==> config.mk <==
export PLATFORM = sky130hd
export DESIGN_NAME = det_timer
export DESIGN_NICKNAME = d
export VERILOG_FILES = /design/src/rtl/det_pkg.sv /design/src/rtl/det_timer.sv /design/src/rtl/det_prescaler.sv
export SDC_FILE = /design/constraint.sdc
export NUM_CORES = 1
export LEC_CHECK = 0
export BUFFER_PORTS_ARGS = -buffer_cell sky130_fd_sc_hd__buf_4
export CAP_MARGIN = 20
export CORE_MARGIN = 8
export CORE_UTILIZATION = 30
export DETAILED_ROUTE_END_ITERATION = 12
export PLACE_DENSITY = 0.58
export SLEW_MARGIN = 20
export SYNTH_ARGS = -nofsm -noshare
export SYNTH_HDL_FRONTEND = slang
export SYNTH_SLANG_ARGS = --single-unit
==> constraint.sdc <==
create_clock -name clk -period 3.3 [get_ports clk]
set_input_delay 0.495 -clock clk [delete_from_list [all_inputs] [get_ports clk]]
set_output_delay 0.495 -clock clk [all_outputs]
set_load 0.01 [all_outputs]
==> src/rtl/det_pkg.sv <==
// constants shared by the dual eight-bit timer design
package det_pkg;
  // ***************
  // register map
  // ***************
  localparam logic [7:0] DET_ADDR_BASIC_MODE = 8'hD8;
  localparam logic [7:0] DET_ADDR_BASIC_COUNT = 8'hD9;
  localparam logic [7:0] DET_ADDR_EVENT_MODE = 8'hDA;
  localparam logic [7:0] DET_ADDR_EVENT_COUNT = 8'hDB;
  localparam logic [7:0] DET_ADDR_EVENT_RELOAD = 8'hCD;
  localparam logic [7:0] DET_ADDR_IRQ_CTRL = 8'hC0;
  // ***************
  // field positions
  // ***************
  localparam int DET_RUN_BIT = 7;
  localparam int DET_RATE_LSB = 4;
  localparam int DET_FAST_SEL_BIT = 1;
  localparam int DET_RTC_SEL_BIT = 0;
  localparam int DET_EXT_SEL_BIT = 3;
  localparam int DET_BUZZ_EN_BIT = 1;
  localparam int DET_BOVF_BIT = 0;
  localparam int DET_BIEN_BIT = 1;
  localparam int DET_EOVF_BIT = 2;
  localparam int DET_EIEN_BIT = 3;
  // ***************
  // masks and values
  // ***************
  localparam logic [7:0] DET_BASIC_MODE_MASK = 8'hF3;
  localparam logic [7:0] DET_EVENT_MODE_MASK = 8'hFA;
  localparam logic [7:0] DET_RESET_VALUE = 8'h00;
  localparam logic [7:0] DET_FULL_SCALE = 8'hFF;
  localparam logic [7:0] DET_ONE = 8'h01;
  localparam logic [7:0] DET_RTC_DIV = 8'h40;
  localparam logic [7:0] DET_DIV_TOP = 8'hFF;
  localparam logic [15:0] DET_BASIC_VECTOR = 16'h0008;
  localparam logic [15:0] DET_EVENT_VECTOR = 16'h000C;
endpackage

==> src/rtl/det_timer.sv <==
// dual eight-bit timer: basic timer with rtc, event timer with reload and buzzer
//
// Summary of operation
// - basic timer counts only while run bit set
// - basic count increments per tick, wraps overflow
// - overflow sets sticky basic flag, software clears
// - basic counter never reloads itself
// - enabled basic overflow requests vector eight
// - green mode basic overflow wakes system
// - basic prescale divides cpu clock 256..2
// - rtc select uses slow oscillator over 64
// - rtc mode ignores prescale, full 256 count
// - rtc mode only with rc rtc option
// - event timer counts only while run bit
// - event wrap sets sticky event flag
// - event overflow always reloads from reload buffer
// - enabled event overflow requests vector 0x0C
// - event timer runs in green, never wakes
// - external select counts pin, ignores prescale
// - event prescale on cpu or fast oscillator
// - fast select lives in basic mode bit1
// - buzzer toggles each event overflow
// - external mode counts pin falling edges
`timescale 1ns/1ps
`default_nettype none
module det_timer (
  // clock and reset
  input wire logic clk,
  input wire logic rst,
  // clock enables
  input wire logic cpu_en,
  input wire logic hosc_en,
  input wire logic lsosc_en,
  // configuration and power state
  input wire logic internal_rc_rtc_option,
  input wire logic green_mode,
  // external event pin
  input wire logic ext_event_pin,
  // register port
  input wire logic [7:0] reg_addr,
  input wire logic [7:0] reg_wdata,
  input wire logic reg_write,
  input wire logic reg_read,
  output logic [7:0] reg_rdata,
  // interrupt request and wake
  output logic irq_req,
  output logic [15:0] irq_vector,
  output logic wake_req,
  // buzzer
  output logic buzzer_out,
  output logic buzzer_oe
);
  import det_pkg::*;

  // ***************
  // state
  // ***************
  typedef struct packed {
    logic [7:0] basic_mode_reg;
    logic [7:0] basic_count;
    logic [7:0] event_mode;
    logic [7:0] event_count;
    logic [7:0] event_reload_buf;
    logic [7:0] event_reload;
    logic basic_overflow_flag;
    logic basic_irq_enable;
    logic event_overflow_flag;
    logic event_irq_enable;
    logic buzz;
    logic wake;
    logic [1:0] ext_sync;
    logic ext_prev;
    logic [7:0] rtc_div;
    logic [7:0] rdata;
  } det_state_t;
  det_state_t state;
  det_state_t next_state;

  logic basic_run_bit;
  logic rtc_clock_sel;
  logic event_run_bit;
  logic ext_clock_sel;
  logic fast_clock_sel;
  logic rtc_active;
  logic basic_ps_tick;
  logic rtc_tick;
  logic event_ps_tick;
  logic basic_tick;
  logic event_tick;
  logic ext_fall;
  logic basic_ovf;
  logic event_ovf;
  logic rtc_div_tick;
  logic [7:0] irq_ctrl;

  assign basic_run_bit = state.basic_mode_reg[DET_RUN_BIT];
  assign rtc_clock_sel = state.basic_mode_reg[DET_RTC_SEL_BIT];
  assign fast_clock_sel = state.basic_mode_reg[DET_FAST_SEL_BIT];
  assign event_run_bit = state.event_mode[DET_RUN_BIT];
  assign ext_clock_sel = state.event_mode[DET_EXT_SEL_BIT];
  assign rtc_active = rtc_clock_sel && internal_rc_rtc_option;

  // ***************
  // clock selection
  // ***************
  det_prescaler u_basic_ps (
    .clk(clk),
    .rst(rst),
    .src_en(cpu_en),
    .rate(state.basic_mode_reg[DET_RATE_LSB +: 3]),
    .shift_down(1'b0),
    .tick(basic_ps_tick)
  );

  // slow oscillator over 64 for the half-second rtc period
  assign rtc_div_tick = lsosc_en && (state.rtc_div == DET_RTC_DIV - DET_ONE);
  assign rtc_tick = rtc_div_tick;

  det_prescaler u_event_ps (
    .clk(clk),
    .rst(rst),
    .src_en(fast_clock_sel ? hosc_en : cpu_en),
    .rate(state.event_mode[DET_RATE_LSB +: 3]),
    .shift_down(fast_clock_sel),
    .tick(event_ps_tick)
  );

  assign basic_tick = rtc_active ? rtc_tick : basic_ps_tick;
  // only the second stage feeds the edge detector
  assign ext_fall = state.ext_prev && !state.ext_sync[1];
  assign event_tick = ext_clock_sel ? ext_fall : event_ps_tick;
  assign basic_ovf = basic_run_bit && basic_tick
    && (state.basic_count == DET_FULL_SCALE);
  assign event_ovf = event_run_bit && event_tick
    && (state.event_count == DET_FULL_SCALE);

  assign irq_ctrl = {4'h0, state.event_irq_enable, state.event_overflow_flag,
    state.basic_irq_enable, state.basic_overflow_flag};

  // ***************
  // next state
  // ***************
  always_comb begin
    next_state = state;
    next_state.ext_sync = {state.ext_sync[0], ext_event_pin};
    next_state.ext_prev = state.ext_sync[1];
    next_state.rdata = DET_RESET_VALUE;
    next_state.wake = 1'b0;
    if (lsosc_en) begin
      next_state.rtc_div = rtc_div_tick ? DET_RESET_VALUE : state.rtc_div + DET_ONE;
    end
    // software writes first, hardware events override below
    if (reg_write) begin
      unique case (reg_addr)
        DET_ADDR_BASIC_MODE: next_state.basic_mode_reg = reg_wdata & DET_BASIC_MODE_MASK;
        DET_ADDR_BASIC_COUNT: next_state.basic_count = reg_wdata;
        DET_ADDR_EVENT_MODE: next_state.event_mode = reg_wdata & DET_EVENT_MODE_MASK;
        DET_ADDR_EVENT_COUNT: next_state.event_count = reg_wdata;
        DET_ADDR_EVENT_RELOAD: next_state.event_reload_buf = reg_wdata;
        DET_ADDR_IRQ_CTRL: begin
          next_state.basic_overflow_flag = reg_wdata[DET_BOVF_BIT];
          next_state.basic_irq_enable = reg_wdata[DET_BIEN_BIT];
          next_state.event_overflow_flag = reg_wdata[DET_EOVF_BIT];
          next_state.event_irq_enable = reg_wdata[DET_EIEN_BIT];
        end
        default: ;
      endcase
    end
    if (basic_run_bit && basic_tick) begin
      // wraps to zero; software must reload the interval
      next_state.basic_count = state.basic_count + DET_ONE;
    end
    if (basic_ovf) begin
      next_state.basic_overflow_flag = 1'b1;
      next_state.wake = green_mode;
    end
    if (event_run_bit && event_tick) begin
      next_state.event_count = state.event_count + DET_ONE;
    end
    if (event_ovf) begin
      // new reload value takes effect only at overflow
      next_state.event_reload = state.event_reload_buf;
      next_state.event_count = state.event_reload_buf;
      next_state.event_overflow_flag = 1'b1;
      next_state.buzz = !state.buzz;
    end
    if (reg_read) begin
      unique case (reg_addr)
        DET_ADDR_BASIC_MODE: next_state.rdata = state.basic_mode_reg;
        DET_ADDR_BASIC_COUNT: next_state.rdata = state.basic_count;
        DET_ADDR_EVENT_MODE: next_state.rdata = state.event_mode;
        DET_ADDR_EVENT_COUNT: next_state.rdata = state.event_count;
        DET_ADDR_IRQ_CTRL: next_state.rdata = irq_ctrl;
        default: next_state.rdata = DET_RESET_VALUE;
      endcase
    end
  end

  always_ff @(posedge clk) begin
    if (rst) begin
      state <= '0;
    end else begin
      state <= next_state;
    end
  end

  // ***************
  // outputs
  // ***************
  assign reg_rdata = state.rdata;
  // basic source has priority, as the lower vector
  always_comb begin
    irq_req = 1'b0;
    irq_vector = DET_BASIC_VECTOR;
    if (state.basic_irq_enable && state.basic_overflow_flag) begin
      irq_req = 1'b1;
    end else if (state.event_irq_enable && state.event_overflow_flag) begin
      irq_req = 1'b1;
      irq_vector = DET_EVENT_VECTOR;
    end
  end
  assign wake_req = state.wake;
  assign buzzer_out = state.buzz;
  assign buzzer_oe = state.event_mode[DET_BUZZ_EN_BIT];
endmodule
`default_nettype wire

==> src/rtl/det_prescaler.sv <==
// free-running divider producing one-cycle enables at power-of-two rates
`timescale 1ns/1ps
`default_nettype none
module det_prescaler (
  // clock and reset
  input wire logic clk,
  input wire logic rst,
  // source enable and rate
  input wire logic src_en,
  input wire logic [2:0] rate,
  input wire logic shift_down,
  // divided enable
  output logic tick
);
  import det_pkg::*;
  typedef struct packed {
    logic [7:0] cnt;
  } det_ps_state_t;
  det_ps_state_t state;
  det_ps_state_t next_state;
  logic [7:0] mask;
  // code 0 divides by 256 (or 128 shifted), each step halves
  always_comb begin
    mask = DET_DIV_TOP >> rate;
    if (shift_down) begin
      mask = mask >> 1;
    end
    next_state = state;
    if (src_en) begin
      next_state.cnt = state.cnt + DET_ONE;
    end
  end
  assign tick = src_en && ((state.cnt & mask) == mask);
  always_ff @(posedge clk) begin
    if (rst) begin
      state <= '0;
    end else begin
      state <= next_state;
    end
  end
endmodule
`default_nettype wire

# --- Word-level counts from Yosys, hierarchy flattened ---
# Index checks and enable logic that the tools add are counted.
# W data, S select, Z words.
totals:
  inputBits: 26
  regBits: 77
  output_inout_bits: 28
  word_cells: 92
op_classes:
  reduce_logical: 31
  n_shift: 2
  n_bitwise: 4
  muxes: 22
  n_eq_ne: 11
  addsub: 5
op_table:
  columns: ["operator", "n"]
  rows:
  - ["$mux W8", 9]
  - ["$eq A8 B8 Y1 const B", 8]
  - ["$add A8 B1 Y8 const B", 5]
  - ["$pmux W8 S5", 1]
  - ["$mux W32", 1]
  - ["$and A8 B8 Y8", 2]
  - ["$eq A8 B8 Y1", 2]
  - ["$reduce_and A2 Y1", 8]
  - ["$shr A8 B3 Y8 const A", 2]
  - ["$reduce_bool A2 Y1", 6]
  - ["$logic_and A1 B1 Y1", 11]
  - ["$eq A8 B6 Y1 const B", 1]
  - ["$mux W4", 2]
  - ["$mux W1", 7]
  - ["$mux W3", 2]
  - ["$reduce_bool A3 Y1", 2]
  - ["$reduce_or A2 Y1", 2]
  - ["$logic_not A1 Y1", 2]
  - ["$not A1 Y1", 2]

# --- Longest topological paths before layout ---
# Gate-level depths: netlist of run 1.
logic_depth:
  word_depth: 10
  mapped_depth: 8
  depth_no_buf: 7

# --- Hierarchy ---
# Synthesis of run 1 repeated with hierarchy kept, for this count alone.
unflattened:
  cells_unflattened: 479
  hier_area_um2: 4056.4
by_module_without_submodules:
  columns: ["module", "seq_area_each_um2", "area_per_inst_um2", "cells_each", "instances"]
  rows:
  - ["det_timer", 1221.2, 3180.6, 371, 1]
  - ["det_prescaler", 160.2, 437.9, 54, 2]

# --- Worst setup path before layout of run 1 ---
# OpenSTA, ideal clock, no wires.
synth_timing:
  path_type: "in2reg"
  start: "in cpu_en"
  end: "reg state[60] (netlist name)"
  path_stages: 7
  setup_ns: 0.062
  path_buffers: 1
  arrival_time_ns: 2.057
  required_ns: 3.238
  slack_ns: 1.181
  cell_sequence: "buf_2 -> nand3_1 -> a211o_1 -> or3_4 -> and2_4 -> or4b_1 -> nand3_1"
synth_between:
  elab_chain_len: 5
  elab_cells_between_ends: 7
  cone_classes: "2 x mux; 5 x reduce/logical"
synth_rtl:
  columns: ["item", "line_no", "text"]
  rows:
  - ["start, declared", "det_timer.sv:31", "input wire logic cpu_en,"]
  - ["$logic_and A1 B1 Y1 (*)", "det_prescaler.sv:33", "assign tick = src_en && ((state.cnt & mask) == mask);"]
  - ["$mux W1 (*)", "det_timer.sv:128", "assign basic_tick = rtc_active ? rtc_tick : basic_ps_tick;"]
  - ["$logic_and A1 B1 Y1 (*)", "det_timer.sv:169", "if (basic_run_bit && basic_tick) begin"]
  - ["$reduce_bool A2 Y1 (no line)", null, null]
  - ["$reduce_and A2 Y1 (no line)", null, null]
  - ["end signal, assigned", "det_timer.sv:203", "state <= next_state;"]
  - ["end, declared", "det_timer.sv:76", "det_state_t state;"]
# Every way passes the cells marked *; elsewhere a longest branch is shown, timed or not.
# A chain may end at the register's enable or synchronous reset.

# --- Worst setup path in the final report of run 1 ---
layout_timing:
  start: "reg state, in the netlist fast_clock_sel"
  end: "reg state[43] (netlist name)"
layout_between:
  elab_chain_len: 9
  elab_cells_between_ends: 13
  cone_classes: "1 x eq/ne; 5 x mux; 1 x bitwise; 6 x reduce/logical"
layout_rtl:
  columns: ["item", "line_no", "text"]
  rows:
  - ["$mux W8", "det_prescaler.sv:25", "if (shift_down) begin"]
  - ["$and A8 B8 Y8", "det_prescaler.sv:33", null]
  - ["$eq A8 B8 Y1", "det_prescaler.sv:33", null]
  - ["$logic_and A1 B1 Y1 (*)", "det_prescaler.sv:33", null]
  - ["$mux W1 (*)", "det_timer.sv:131", "assign event_tick = ext_clock_sel ? ext_fall : event_ps_tick;"]
  - ["$logic_and A1 B1 Y1 (*)", "det_timer.sv:134, det_timer.sv:177", null]
  - ["$logic_and A1 B1 Y1", "det_timer.sv:135", "&& (state.event_count == DET_FULL_SCALE);"]
  - ["$reduce_bool A3 Y1 (no line)", null, null]
  - ["$reduce_and A2 Y1 (no line)", null, null]
# Marks and branches as above.

==> results of run 1 <==
-- worst max-delay path, stage by stage (launching register included) --
cell and delay [ps]:
dfxtp_1 520, mux2i_1 240, nand2b_1 270, o41ai_4 840
mux2i_1 260, nor2_1 50
-- layout make-up --
type	instances	area (sq um)	area share
Inverter	4	15.0	0.00323
Clock buffer	11	253	0.0544
Sequential cell	77	1540	0.332
Clock inverter	5	33.8	0.00727
Tap cell	176	220	0.0474
Timing Repair Buffer	38	285	0.0614
Multi-Input combinational cell	370	2300	0.495
-- sequential cells by signal, indices dropped and copies added (netlist names), 2 cells and up --
name	count
u_event_ps.state	8
next_state	2
reg_rdata	8
state	39
irq_ctrl	4
u_basic_ps.state	8
-- worst paths after layout --
kind / from / end / slack, ps
max: fast_clock_sel / state[43] / 980
min: ext_event_pin / next_state[18] / 370
max reg2reg: fast_clock_sel / state[43] / 980
min reg2reg: next_state[18] / next_state[16] / 440
-- stage by stage --
stage | instance area [sq um] | instances | setup slack [ps] | hold slack [ps] | power (W)
6_report | 4650 | 681 | 979 | 374 | 0.00200
5_1_grt | 4650 | 681 | 772 | 373 | 0.00208
4_1_cts | 4650 | 681 | 971 | 362 | 0.00203
3_5_place_dp | 4360 | 665 | 948 | 431 | 0.00108
3_3_place_gp | 4360 | 665 | 1000 | 432 | 0.00108
2_1_floorplan | 4130 | 499 | 1180 | 414 | 0.00104
-- cells by family after synthesis --
logic type / after synthesis
simple gates: 219
fa+ha+maj: 5
xor+xnor: 21
buf+inv: 52
flops: 77
other cells: 2
mux: 29
compound gates: 81
-- power breakdown --
part	leakage, nW	internal (W)	switching [W]
logic	0.966	0.0000404	0.0000681
clock network	0.138	0.000550	0.000395
registers	0.622	0.000939	0.0000102
total	1.73	0.00153	0.000473
-- per-layer routing --
layer,vias up,GRT usage,wire [um]
met5,-,0,0
met4,0,0.0391,186
met3,13,0.0322,536
met2,94,0.197,5030
met1,1637,0.150,4650
li1,1719,-,-
-- Yosys cell counts, drive strengths merged, types with 5 or more instances --
master / number / area, sq um
mux4: 5 / 113
a31oi: 5 / 31.3
a21oi: 27 / 135
nand2: 53 / 199
o21ai: 18 / 90.1
xor2: 15 / 131
dfxtp: 77 / 1540
ha: 5 / 62.6
mux2i: 21 / 210
buf: 34 / 225
nor2b: 11 / 68.8
and3: 15 / 93.8
nor2: 56 / 210
a211oi: 7 / 52.6
nor3: 13 / 70.1
clkbuf: 14 / 52.6
nand3: 30 / 150
nand2b: 5 / 31.3
xnor2: 6 / 52.6
nand4: 13 / 81.3
==> results.yml, run 1 <==
floorplan:
  fp-row-count: 42
  die_w_um: 133
  initial_utilization: 0.307
  io_pins: 54
  chipHeight_um: 133
  core-area_sq_um: 13300
  die_area_sq_um: 17600
outcome:
  status: "finished, final reports clean"
clock_network:
  cts_made_buffers: 9
  cts_buffer_depth: 2
  clock_latency_ps: 340
  clock_sinks: 77
  clk_pin_slew_worst_paths_ps: 60
  postCtsSetupRepairBufs: 0
  hold_buffers: 0
  cts_tree: "yes"
  cts_resized: 0
  root_buffer: "clkbuf_16"
  cts_max_level: 3
finish:
  drive_above_1_share: 0.141
  layout_common_cells: "dfxtp_1, nor2_1, nand2_1"
  final_nets: 531
  antenna-diode-count: 0
  area_growth_pct: 13.8
  fillers: 1384
  final_util: 0.350
  layout_commonest_cell: "dfxtp_1"
synth:
  ys_warn_count: 0
  ys.flop_type: "dfxtp_1"
  synth.area.mux_share: 0.0873
  synth.distinct_cells: 55
  synth-xor-area-share: 0.0450
  synth_fa_ha_area_frac: 0.0153
  ys_ff_latch: 77
  synth_simple_gate_area_frac: 0.273
  synth_edf_count: 0
  syn_area_sq_um: 4090
  synth.avg_cell_area_sq_um: 8.41
  synth-seq-area-share: 0.377
  synth-compound-area-share: 0.129
  syn_inst: 486
  synthArstFlopShare: 0
  synth_top_family_by_area: "simple AND/OR/NAND/NOR gates"
timing:
  finalHoldViolations: 0
  min_period_ps: 2320
  min_period_over_period: 0.703
  tightest_slew_ps: 836
  relSlewSlack: 0.440
  setup_tns_ps: 0
  setup_viol: 0
  fmax_mhz: 431
  slew_viol_final: 0
  fin_skew_ps: 4.56
  rsz0062_at_grt: "false"
setup_path:
  worstSetupPathType: "reg2reg"
  cp.arrival_ps: 2520
  reg2reg_depth: 5
  critPathLaunchType: "flip-flop"
  required_ps: 3500
  end_kind: "flip-flop"
  cp_max_fo: 14
global_route:
  grt_overflow: 0
  grt_start_max_net_pins: 77
  first_global_vias: 3249
  antenna_found_initial: 0
  grt_usage: 0.120
  grt_pass1_wl_um: 17200
flow_run:
  maxCapViolations: 0
route:
  wl_per_cell_um: 15.3
  drt_iter0_drc: 304
  vias_per_cell: 5.09
  drtPass1Iterations: 5
  vias: 3463
  finalWirelength_um: 10400
  postRouteAntennaNets: 0
  drc: 0
power_and_ir_drop:
  p_leak_nw: 1.73
  max-vdd-ir-drop_mv: 0.213
  cellPowerDensity_nw_per_um2: 431
min_path:
  hold_path_class: "in2reg"
  holdPathStages: 2
placed_design:
  place_congestion: 0.809
  hpwl_um: 7660
  io_buffers: 38
No activity file was read; power rests on OpenSTA's default activity.
==> inputs of run 2 (changes only) <==
--- a/config.mk
+++ b/config.mk
@@ -5,6 +5,7 @@
 export SDC_FILE = /design/constraint.sdc
 export NUM_CORES = 1
 export LEC_CHECK = 0
+export ABC_AREA = 1
 export BUFFER_PORTS_ARGS = -buffer_cell sky130_fd_sc_hd__buf_4
 export CAP_MARGIN = 20
 export CORE_MARGIN = 8
==> constraint.sdc (replaced) <==
create_clock -name clk -period 2.2 [get_ports clk]
set_input_delay 0.33 -clock clk [delete_from_list [all_inputs] [get_ports clk]]
set_output_delay 0.33 -clock clk [all_outputs]
set_load 0.01 [all_outputs]
==> run 2 against run 1 <==
Compared with the run above:
- power up 55%
- setup slack worse by 700 ps
- utilization up 0.72 points
- die area up 0.25%
- critical endpoint is now state[47]
- largest power group is now clock
==> results.yml, run 2 <==
synth:
  synth_edf_count: 0
  synthArstFlopShare: 0
  synth_area_leaders: "dfxtp_1, nand2_1, a21oi_1"
  ys_warn_count: 0
  syn_area_sq_um: 4100
  synthDominantCellAreaShare: 0.376
  ys_ff_latch: 77
  synth_common_cells: "nand2_1, dfxtp_1, inv_1, nor2_1, a21oi_1"
  synth.avg_cell_area_sq_um: 6.97
  yosysMostFrequentCell: "nand2_1"
  syn_inst: 588
  synth.distinct_cells: 44
  synth-seq-area-share: 0.376
  yosysTopAreaCell: "dfxtp_1"
  ys.flop_type: "dfxtp_1"
timing:
  min_period_ps: 1920
  setup_viol: 0
  relSlewSlack: 0.569
  finalHoldViolations: 0
  min_period_over_period: 0.875
  setup_tns_ps: 0
  fmax_mhz: 520
  tightest_slew_ps: 644
  rsz0062_at_grt: "false"
  slew_viol_final: 0
  fin_skew_ps: 5.28
finish:
  largest_reg_flops: 39
  layout.cells.non_filler: 799
  final_nets: 649
  multi_input_area_sq_um: 2080
  layout_common_cells: "nand2_1, dfxtp_1, inv_1"
  fillers: 1405
  ff_latch_area_sq_um: 1540
  area_growth_pct: 15.8
  antenna-diode-count: 0
  layout_commonest_cell: "nand2_1"
  top_register: "state"
  drive_above_1_share: 0.135
setup_path:
  reg2reg_from: "state[55]"
  worstSetupPathType: "reg2reg"
  end_kind: "flip-flop"
  cp.arrival_ps: 2150
  crit_path_start: "state[55]"
  required_ps: 2420
  cp_max_fo: 14
  critPathLaunchType: "flip-flop"
placed_design:
  place_congestion: 0.869
  io_buffers: 38
  hpwl_um: 8130
  place_inst: 783
power_and_ir_drop:
  p_leak_nw: 1.92
  cellPowerDensity_nw_per_um2: 655
  max-vdd-ir-drop_mv: 0.335
route:
  wl_per_cell_um: 13.4
  vias_per_cell: 4.82
  vias: 3848
  drc: 0
  drt_iter0_drc: 271
  drtPass1Iterations: 5
  finalWirelength_um: 10700
  postRouteAntennaNets: 0
flow_run:
  maxCapViolations: 0
global_route:
  first_global_vias: 3710
  antenna_found_initial: 0
  grt_usage: 0.122
  grt_start_max_net_pins: 25
  grt_overflow: 0
  grt_pass1_wl_um: 17700
clock_network:
  cts_made_buffers: 9
  clock_sinks: 77
  clock_latency_ps: 330
  cts_tree: "yes"
  cts_max_level: 3
  root_buffer: "clkbuf_16"
  cts_buffer_depth: 2
  clk_pin_slew_worst_paths_ps: 60
floorplan:
  die_w_um: 133
  core-area_sq_um: 13300
  io_pins: 54
  die_area_sq_um: 17700
  fp-row-count: 42
  chipHeight_um: 133
  initial_utilization: 0.308
outcome:
  status: "finished, final reports clean"
min_path:
  hp-start: "ext_event_pin"
  hold_path_class: "in2reg"
-- run 2: metrics by stage --
step	area (sq um)	utilization	total power (W)	setup slack, ps	hold WS, ps
floorplan	4150	-	0.00156	586	388
global placement	4440	0.334	0.00162	272	391
detailed placement	4440	0.334	0.00162	229	399
CTS	4740	0.357	0.00313	216	196
global route	4740	0.357	0.00323	54.2	213
finish	4740	0.357	0.00311	275	200
-- run 2: worst paths after layout --
path	to	slack (ps)	cells after the start
max reg2reg	state[47]	280	11
max	state[47]	280	11
min	next_state[18]	200	3
min reg2reg	next_state[16]	410	2
-- run 2: layer usage --
metal	vias to the layer above	GRT usage	part of all wire
met2	99	0.204	0.47
li1	1938	-	-
met3	19	0.0257	0.047
met5	-	0	0
met1	1792	0.149	0.46
met4	0	0.0530	0.020
-- run 2: critical path: stages, from the launching register on --
cell     delay (ps)
dfxtp_1         490
nand2_1         150
nor2_1          130
nor2_1           50
nor2_1          130
nand3_2         120
nand2_4         160
nand2_4         140
nand2_4         210
inv_1            80
nor2_1          110
nor2_1           50
-- run 2: final cells by class --
cell class / count / share of cell area
inverters: 72 / 0.0570
clock inverters: 3 / 0.00923
clock buffers: 13 / 0.0549
flip-flops and latches: 77 / 0.325
multi-input cells: 415 / 0.439
well taps: 176 / 0.0464
repair buffers: 43 / 0.0680
-- run 2: kinds of logic (layout without fill, tap and decap cells) --
kind of cell               count (synthesis)  count (layout)  synth area share
and+or+nand+nor                          253             253             0.276
DFF                                       77              77             0.376
adders and majority gates                  5               5            0.0153
buffers and inverters                    109             131             0.127
xor gates and xnor gates                  15              15            0.0321
other                                      2              15           0.00183
AOI/OAI and AO/OA                        127             127             0.171
-- run 2: power breakdown --
group	internal [W]	switching (W)
logic	0.0000626	0.000112
clock network	0.000942	0.000571
registers	0.00141	0.0000120
total	0.00241	0.000696
-- run 2: what timing repair did --
action                     CTS  global route
buffers inserted             0             0
hold buffers                 0             0
setup endpoints to repair    0             2
gates resized for setup      0             1
hold endpoints to repair     0             0
